--- src/ser_pkg.sv ---
// constants shared by the system error reporter files
package ser_pkg;

  //////////////////////////////////////////////////////////////////////////////
  // error causes, one pending bit each, lowest index reported first
  localparam int unsigned NUM_CAUSE      = 5;
  localparam int unsigned CAUSE_PARAM    = 0;
  localparam int unsigned CAUSE_MISMATCH = 1;
  localparam int unsigned CAUSE_TASK1    = 2;
  localparam int unsigned CAUSE_TASK2    = 3;
  localparam int unsigned CAUSE_DECEL    = 4;
  localparam int unsigned NUM_TASK       = 2;

  // four-digit bcd codes
  localparam logic [15:0] CODE_NONE      = 16'h0000;
  localparam logic [15:0] CODE_SYS_MIN   = 16'h0001;
  localparam logic [15:0] CODE_SYS_MAX   = 16'h0017;
  localparam logic [15:0] CODE_PARAM     = 16'h0001;
  localparam logic [15:0] CODE_MISMATCH  = 16'h0002;
  localparam logic [15:0] CODE_TASK1     = 16'h0003;
  localparam logic [15:0] CODE_TASK2     = 16'h0004;
  localparam logic [15:0] CODE_DECEL     = 16'h0010;

  localparam logic [NUM_CAUSE-1:0][15:0] CAUSE_CODE =
    {CODE_DECEL, CODE_TASK2, CODE_TASK1, CODE_MISMATCH, CODE_PARAM};

  // causes that an ordinary error reset may clear
  localparam logic [NUM_CAUSE-1:0] RESETTABLE = 5'h10;

  //////////////////////////////////////////////////////////////////////////////
  // register map, byte addresses
  localparam int unsigned ADDR_W        = 5;
  localparam logic [4:0]  OFS_STATUS    = 5'h00;
  localparam logic [4:0]  OFS_CODE      = 5'h04;
  localparam logic [4:0]  OFS_FIRST     = 5'h08;
  localparam logic [4:0]  OFS_CTRL      = 5'h0C;
  localparam logic [4:0]  OFS_CAUSE     = 5'h10;
  localparam logic [4:0]  OFS_IRQ_STAT  = 5'h14;
  localparam logic [4:0]  OFS_IRQ_MASK  = 5'h18;

  localparam int unsigned STATUS_ERR_BIT = 14;
  localparam int unsigned CTRL_RESET_BIT = 0;

  // interrupt status layout
  localparam int unsigned IRQ_W         = 3;
  localparam int unsigned IRQ_RAISE     = 0;
  localparam int unsigned IRQ_DROP      = 1;
  localparam int unsigned IRQ_CODE      = 2;
  localparam logic [2:0]  IRQ_MASK_RST  = 3'h0;
  localparam logic [2:0]  IRQ_STAT_RST  = 3'h0;

endpackage

--- src/ser_err_if.sv ---
// carrier between the pending flags and the code selector
`timescale 1ns/1ns
interface ser_err_if;
  logic [ser_pkg::NUM_CAUSE-1:0] pend;
  logic [15:0]                   code;
  logic                          any;

  modport sel
  (
    input  pend,
    output code,
    output any
  );

  modport ctrl
  (
    output pend,
    input  code,
    input  any
  );
endinterface

--- src/ser_code_sel.sv ---
// picks the code of the highest priority pending error
`timescale 1ns/1ns
module ser_code_sel
(
  ser_err_if.sel err
);

  always_comb
  begin
    err.code = ser_pkg::CODE_NONE;
    err.any  = |err.pend;
    // walk down so the lowest pending index wins
    for (int i = ser_pkg::NUM_CAUSE - 1; i >= 0; i--)
    begin
      if (err.pend[i])
      begin
        err.code = ser_pkg::CAUSE_CODE[i];
      end
    end
  end

endmodule

--- src/ser_reporter.sv ---
// system error reporter: pending flags, host words, avalon-mm slave, interrupt
//
// Chosen here: the address map and the Avalon-MM slave port.
`timescale 1ns/1ns

// Behaviour
// - System error codes lie between 0001 and 0017, apart from task and axis codes.
// - On a system error the four-digit bcd code is written to the expansion code word.
// - On a system error bit 14 of the interface status word is set.
// - Corrupt stored parameters give code 0001, which only a power cycle clears.
// - A task count that differs from the stored programs gives code 0002.
// - Code 0002 ignores error reset and clears once all stored programs are deleted.
// - A corrupt task 1 program gives code 0003.
// - The first error code that occurs is also kept in the work-area word.
// - A corrupt task 2 program gives code 0004, cleared like the task 1 case.
// - A deceleration stop request gives code 0010, cleared by reset, raised again if held.
module ser_reporter
#(
  parameter int unsigned TASK_CNT_W = 2
)
(
  input  wire logic                            clock,
  input  wire logic                            rst_n,
  input  wire logic [ser_pkg::ADDR_W-1:0]      avs_address,
  input  wire logic                            avs_read,
  input  wire logic                            avs_write,
  input  wire logic [31:0]                     avs_writedata,
  input  wire logic [3:0]                      avs_byteenable,
  output logic      [31:0]                     avs_readdata,
  output logic                                 avs_waitrequest,
  input  wire logic                            param_corrupt,
  input  wire logic [TASK_CNT_W-1:0]           cfg_task_count,
  input  wire logic [TASK_CNT_W-1:0]           prog_task_count,
  input  wire logic                            prog_store_empty,
  input  wire logic [ser_pkg::NUM_TASK-1:0]    task_prog_bad,
  input  wire logic [ser_pkg::NUM_TASK-1:0]    task_prog_empty,
  input  wire logic                            decel_stop_req,
  output logic      [15:0]                     status_word,
  output logic      [15:0]                     code_word,
  output logic      [15:0]                     first_code_word,
  output logic                                 irq
);

  //////////////////////////////////////////////////////////////////////////////
  // reset release

  logic rst_meta_q;
  logic rst_sync_n;

  always_ff @(posedge clock or negedge rst_n)
  begin
    if (!rst_n)
    begin
      rst_meta_q <= 1'b0;
      rst_sync_n <= 1'b0;
    end
    else
    begin
      rst_meta_q <= 1'b1;
      rst_sync_n <= rst_meta_q;
    end
  end

  //////////////////////////////////////////////////////////////////////////////
  // declarations

  ser_err_if err ();

  logic                          wait_q;
  logic [31:0]                   rdata_q;
  logic [31:0]                   rdata_d;
  logic                          req;
  logic                          accept;
  logic                          wr_acc;
  logic                          rd_acc;
  logic                          err_reset;

  logic                          param_bad_q;
  logic                          mismatch_q;
  logic [ser_pkg::NUM_TASK-1:0]  task_bad_q;
  logic                          decel_q;

  logic [15:0]                   status_q;
  logic [15:0]                   code_q;
  logic [15:0]                   first_q;
  logic                          first_seen_q;

  logic [ser_pkg::IRQ_W-1:0]     irq_stat_q;
  logic [ser_pkg::IRQ_W-1:0]     irq_stat_d;
  logic [ser_pkg::IRQ_W-1:0]     irq_mask_q;
  logic [ser_pkg::IRQ_W-1:0]     irq_event;
  logic [ser_pkg::IRQ_W-1:0]     irq_clear;
  logic                          irq_q;

  //////////////////////////////////////////////////////////////////////////////
  // avalon-mm slave: one wait cycle on every access

  assign req    = avs_read | avs_write;
  assign accept = req & ~wait_q;
  assign wr_acc = accept & avs_write;
  assign rd_acc = accept & avs_read;

  always_ff @(posedge clock or negedge rst_sync_n)
  begin
    if (!rst_sync_n)
    begin
      wait_q <= 1'b1;
    end
    else
    begin
      // low for exactly one cycle per request, then back high
      wait_q <= ~(req & wait_q);
    end
  end

  always_comb
  begin
    rdata_d = 32'h00000000;
    case (avs_address)
      ser_pkg::OFS_STATUS:   rdata_d[15:0] = status_q;
      ser_pkg::OFS_CODE:     rdata_d[15:0] = code_q;
      ser_pkg::OFS_FIRST:    rdata_d[15:0] = first_q;
      ser_pkg::OFS_CTRL:     rdata_d = 32'h00000000;
      ser_pkg::OFS_CAUSE:    rdata_d[ser_pkg::NUM_CAUSE-1:0] = err.pend;
      ser_pkg::OFS_IRQ_STAT: rdata_d[ser_pkg::IRQ_W-1:0] = irq_stat_q;
      ser_pkg::OFS_IRQ_MASK: rdata_d[ser_pkg::IRQ_W-1:0] = irq_mask_q;
      default:               rdata_d = 32'h00000000;
    endcase
  end

  always_ff @(posedge clock or negedge rst_sync_n)
  begin
    if (!rst_sync_n)
    begin
      rdata_q <= 32'h00000000;
    end
    else if (avs_read && wait_q)
    begin
      // sampled as the wait cycle ends, so it stands through the accept edge
      rdata_q <= rdata_d;
    end
  end

  // error reset command: a one written to the control bit
  assign err_reset = wr_acc && (avs_address == ser_pkg::OFS_CTRL) && avs_byteenable[0]
                     && avs_writedata[ser_pkg::CTRL_RESET_BIT];

  //////////////////////////////////////////////////////////////////////////////
  // pending error flags

  always_ff @(posedge clock or negedge rst_sync_n)
  begin
    if (!rst_sync_n)
    begin
      param_bad_q <= 1'b0;
    end
    else if (param_corrupt)
    begin
      // no clear path: only a fresh power-up drops it
      param_bad_q <= 1'b1;
    end
  end

  always_ff @(posedge clock or negedge rst_sync_n)
  begin
    if (!rst_sync_n)
    begin
      mismatch_q <= 1'b0;
    end
    else if (prog_store_empty)
    begin
      mismatch_q <= 1'b0;
    end
    else if (cfg_task_count != prog_task_count)
    begin
      mismatch_q <= 1'b1;
    end
  end

  for (genvar t = 0; t < ser_pkg::NUM_TASK; t++)
  begin : g_task
    always_ff @(posedge clock or negedge rst_sync_n)
    begin
      if (!rst_sync_n)
      begin
        task_bad_q[t] <= 1'b0;
      end
      else if (task_prog_bad[t])
      begin
        // a fresh fault outranks a deletion seen in the same cycle
        task_bad_q[t] <= 1'b1;
      end
      else if (task_prog_empty[t])
      begin
        task_bad_q[t] <= 1'b0;
      end
    end
  end

  always_ff @(posedge clock or negedge rst_sync_n)
  begin
    if (!rst_sync_n)
    begin
      decel_q <= 1'b0;
    end
    else if (decel_stop_req)
    begin
      // a held request wins over the reset, so the error returns
      decel_q <= 1'b1;
    end
    else if (err_reset)
    begin
      decel_q <= 1'b0;
    end
  end

  assign err.pend = {decel_q, task_bad_q, mismatch_q, param_bad_q};

  ser_code_sel u_sel
  (
    .err (err)
  );

  //////////////////////////////////////////////////////////////////////////////
  // host-visible words

  always_ff @(posedge clock or negedge rst_sync_n)
  begin
    if (!rst_sync_n)
    begin
      status_q <= 16'h0000;
      code_q   <= ser_pkg::CODE_NONE;
    end
    else
    begin
      // flag and code fall only once no pending cause is left
      status_q                         <= 16'h0000;
      status_q[ser_pkg::STATUS_ERR_BIT] <= err.any;
      code_q                           <= err.code;
    end
  end

  always_ff @(posedge clock or negedge rst_sync_n)
  begin
    if (!rst_sync_n)
    begin
      first_q      <= ser_pkg::CODE_NONE;
      first_seen_q <= 1'b0;
    end
    else if (err.any && !first_seen_q)
    begin
      // kept until power-up, error reset does not touch it
      first_q      <= err.code;
      first_seen_q <= 1'b1;
    end
  end

  //////////////////////////////////////////////////////////////////////////////
  // interrupt: sticky events, cleared by reading them

  always_comb
  begin
    irq_event                    = '0;
    irq_event[ser_pkg::IRQ_RAISE] = err.any & ~status_q[ser_pkg::STATUS_ERR_BIT];
    irq_event[ser_pkg::IRQ_DROP]  = ~err.any & status_q[ser_pkg::STATUS_ERR_BIT];
    irq_event[ser_pkg::IRQ_CODE]  = err.code != code_q;
  end

  // clear only what the read returned; later events survive
  assign irq_clear  = (rd_acc && avs_address == ser_pkg::OFS_IRQ_STAT)
                      ? rdata_q[ser_pkg::IRQ_W-1:0] : '0;
  assign irq_stat_d = (irq_stat_q & ~irq_clear) | irq_event;

  always_ff @(posedge clock or negedge rst_sync_n)
  begin
    if (!rst_sync_n)
    begin
      irq_stat_q <= ser_pkg::IRQ_STAT_RST;
    end
    else
    begin
      irq_stat_q <= irq_stat_d;
    end
  end

  always_ff @(posedge clock or negedge rst_sync_n)
  begin
    if (!rst_sync_n)
    begin
      irq_mask_q <= ser_pkg::IRQ_MASK_RST;
    end
    else if (wr_acc && avs_address == ser_pkg::OFS_IRQ_MASK && avs_byteenable[0])
    begin
      irq_mask_q <= avs_writedata[ser_pkg::IRQ_W-1:0];
    end
  end

  always_ff @(posedge clock or negedge rst_sync_n)
  begin
    if (!rst_sync_n)
    begin
      irq_q <= 1'b0;
    end
    else
    begin
      irq_q <= |(irq_stat_d & irq_mask_q);
    end
  end

  //////////////////////////////////////////////////////////////////////////////
  // outputs

  assign avs_readdata    = rdata_q;
  assign avs_waitrequest = wait_q;
  assign status_word     = status_q;
  assign code_word       = code_q;
  assign first_code_word = first_q;
  assign irq             = irq_q;

endmodule

--- config.mk ---
export PLATFORM = sky130hd
export DESIGN_NAME = ser_reporter
export DESIGN_NICKNAME = d
export VERILOG_FILES = /design/src/ser_pkg.sv /design/src/ser_err_if.sv /design/src/ser_code_sel.sv /design/src/ser_reporter.sv
export SDC_FILE = /design/constraint.sdc
export NUM_CORES = 1
export LEC_CHECK = 0
export BUFFER_PORTS_ARGS = -buffer_cell sky130_fd_sc_hd__buf_2
export CAP_MARGIN = 20
export CORE_UTILIZATION = 37
export DETAILED_ROUTE_END_ITERATION = 10
export GPL_TIMING_DRIVEN = 0
export PLACE_DENSITY = 0.77
export SLEW_MARGIN = 20
export SYNTH_ARGS = -nofsm -noshare
export SYNTH_HDL_FRONTEND = slang
export SYNTH_SLANG_ARGS = --single-unit
export TNS_END_PERCENT = 5
--- constraint.sdc ---
create_clock -name clock -period 1 [get_ports clock]
set_input_delay 0.1 -clock clock [delete_from_list [all_inputs] [get_ports clock]]
set_output_delay 0.1 -clock clock [all_outputs]
set_load 0.05 [all_outputs]
==> key figures <==
Finish
  – Design Area, Final: 2870 µm²
  – Total inserted antenna cells: 0
  – Final net count: 385
  – Area overhead of the layout relative to synthesis: 50.2%
  – Fraction of layout cells with a size suffix above 1: 46.7%

GRT
  – Maximum number of pins on one net before global-route repair: 30
  – Via count of the first global-routing pass: 1402
  – Overall global routing resource usage: 16.0%
  – Total gr overflow: 0
  – First-pass GRT wire length: 6380 µm
  – Initial antenna violation count: 0

Timing
  – Tightest slew margin relative to the limit: 58.5%
  – Final-report max-slew violation count: 0
  – Measured slew at the worst slew-check pin: 623 ps
  – RSZ-0062 raised after global routing: yes
  – TNS Setup: -6040 ps
  – Post-route clock period utilization: 151%
  – Setup Skew: 3.49 ps
  – Highest Clock Rate: 661 MHz
  – Final setup margin: -513 ps
  – Final period demand of the worst path: 1510 ps
  – Setup-violating endpoint count in the final report: 24
  – Hold violation total from the final report: 0

Power
  – Lkg Pwr: 1.49 nW
  – Highest ir drop seen on vdd: 957 µV
  – Areal power density over the cells: 1200 nW/µm²
  – Design Power: 3.45 mW

Die
  – Core area: 4850 µm²
  – Die H: 73.9 µm
  – # rows: 25
  – Initial core utilization: 39.5%
  – Die X-Extent: 73.9 µm
  – I/O Pins: 138
  – Die outline area: 5460 µm²

Logic synthesis
  – Share of flip-flops with an asynchronous set or reset after synthesis: 100%
  – Total of warnings raised by yosys: 0
  – Most numerous cell in the Yosys netlist: buf_4
  – Ys flop type: dfrtp_1
  – Gate count after technology mapping: 201
  – Unique cell type count in the Yosys netlist: 41
  – Post-synthesis cell type with the largest combined area: dfrtp_1
  – Cell types with the largest area share after synthesis: dfrtp_1 (39%), buf_4 (26%), nand2_1 (3.1%), mux2_2 (2.9%), o21ai_0 (2.1%)
  – Yosys reg bits: 31
  – Share of the yosys chip area belonging to registers: 40.6%
  – Commonest cells post-synth: buf_4 (65), dfrtp_1 (30), nand2_1 (16)
  – Netlist area before placement: 1910 µm²
  – Number of synthesized flops with an enable pin: 0
  – Yosys top cell area share: 39.2%
  – Post-Synthesis Mean Instance Area: 9.52 µm²

Placement
  – Post-DP HPWL: 3130 µm
  – Placement-stage worst setup slack: -778 ps
  – Total of buffers placed on input and output ports: 40
  – DP Area: 2460 µm²
  – Routability Congestion: 0.810

Status
  – Status: finished with violations
  – Violated checks: negative setup slack

Setup path
  – Data required time of the worst path: 1160 ps
  – Crit Path Class: reg2reg
  – Slowest-stage cell, CP: dfrtp_2
  – Start point of the critical path: code_word[0]
  – Worst r2r src: code_word[0]
  – Ordered cell list for the critical path: or3_1, a21oi_2, o311ai_1, a21oi_1, o2111ai_1
  – Crit-path max FO: 2
  – Sum of buffers and inverters on the critical path: 0
  – Worst path arrival time: 1670 ps
  – Delay of the slowest critical-path stage: 410 ps
  – Crit path launch type: flip-flop
  – Element type at the critical path end: flip-flop
  – Top Family by Delay on Critical Path: compound AO/OA/AOI/OAI gates

Detailed routing
  – Wirelength per Cell: 10.9 µm
  – Detailed Route Iter0 Violations: 89
  – Number of nets still failing antenna checks after routing: 0
  – Average via count per standard cell: 4.06
  – DR pass1 iterations: 4
  – Total number of vias: 1611
  – # DRC: 0
  – Routed wire length: 4350 µm

Flow run
  – Number of violations of the max-capacitance limit: 0

Clock tree
  – H-tree depth: 2
  – Clock insertion delay at the later pin of the skew report: 280 ps
  – Maximum root-to-sink buffer count: 2
  – Clock tree from TritonCTS: built
  – Sinks on the clock net: 31
  – CTS clock-pin slew for the worst setup and hold paths: 60 ps
  – Number of buffers created by CTS: 5
  – Root Buffer: clkbuf_8

Worst hold path
  – Launch instance of the worst min-delay path: avs_writedata[2]
  – HP Class: in2reg
==> cell type report <==
type / instances / area, µm²
repair buffers: 57 / 445
plain buffers: 68 / 512
flip-flops and latches: 31 / 788
clock inverters: 1 / 5.00
inverters: 9 / 33.8
clock buffers: 7 / 76.3
well taps: 67 / 83.8
fillers: 442 / 1980
multi-input cells: 157 / 928
==> stage by stage <==
step | util, % | std cells | hold slack (ps)
CTS | 57.9 | 396 | 21.7
detailed placement | 50.7 | 372 | -111
global placement | 50.7 | 372 | -114
finish | 59.3 | 397 | 36.0
floorplan | - | 265 | -196
global route | 59.3 | 397 | 36.2
==> worst min-delay path, stage by stage <==
cell     delay (ps)
buf_2            80
nand2_1          40
o21ai_0          60
==> placed cells by master, fill, tap and decap left out, drive strengths merged, types with 7 or more instances in the layout <==
cell         synthesis  final
o21ai               10     10
dlygate4sd3          0      7
clkbuf               3      8
conb                 2     66
buf                 65    117
inv                  9      9
nor2                 7      7
dfrtp               30     30
nand2               16     16
==> logic make-up (layout without fill, tap and decap cells) <==
| family | after synthesis | in the layout | synth area share, % |
|---|---|---|---|
| AOI/OAI and AO/OA | 30 | 30 | 10.7 |
| xor gates and xnor gates | 2 | 2 | 0.916 |
| buffers and inverters | 77 | 142 | 27.9 |
| DFF | 31 | 31 | 40.6 |
| muxes | 8 | 8 | 4.51 |
| other | 2 | 66 | 0.393 |
| and+or+nand+nor | 51 | 51 | 14.9 |
==> worst paths after layout <==
path	endpoint	slack [ps]	depth (start not counted)
min	irq_mask_q[2]	40	3
max	irq	-510	5
max reg2reg	irq	-510	5
min reg2reg	avs_readdata[0]	280	0
max in group asynchronous	code_word[4]	270	0
min in group asynchronous	rst_meta_q	140	2
==> sequential cells by signal, indices dropped and copies added, names as in the netlist <==
name / flops
avs_readdata: 6
avs_waitrequest: 1
code_word: 4
decel_q: 1
err.pend: 2
first_code_word: 4
first_seen_q: 1
irq: 1
irq_mask_q: 3
irq_stat_q: 3
mismatch_q: 1
param_bad_q: 1
rst_meta_q: 1
rst_sync_n: 1
status_word: 1
==> layer usage <==
metal  share of wire (%)  vias to the layer above  routed length [µm]  GRT usage (%)
met3                 8.9                        6                 386           6.86
li1                    -                      816                   -              -
met5                   0                        -                   0              0
met4                0.87                        0                  38           5.34
met1                  40                      714                1750           18.6
met2                  50                       75                2170           26.4
==> repair_timing <==
action                                  4_1_cts  5_1_grt
hold endpoints to repair                      8        0
endpoints found under the setup margin       66       34
buffers inserted                              9        1
pin swaps                                    11        7
gates resized for setup                      43       24
hold buffers                                  7        0
==> report_power, final <==
group	switching, mW	internal (mW)
Clock	0.456	0.487
Combinational	0.772	0.336
Sequential	0.0829	1.31
(Power assumes the default switching activity.)
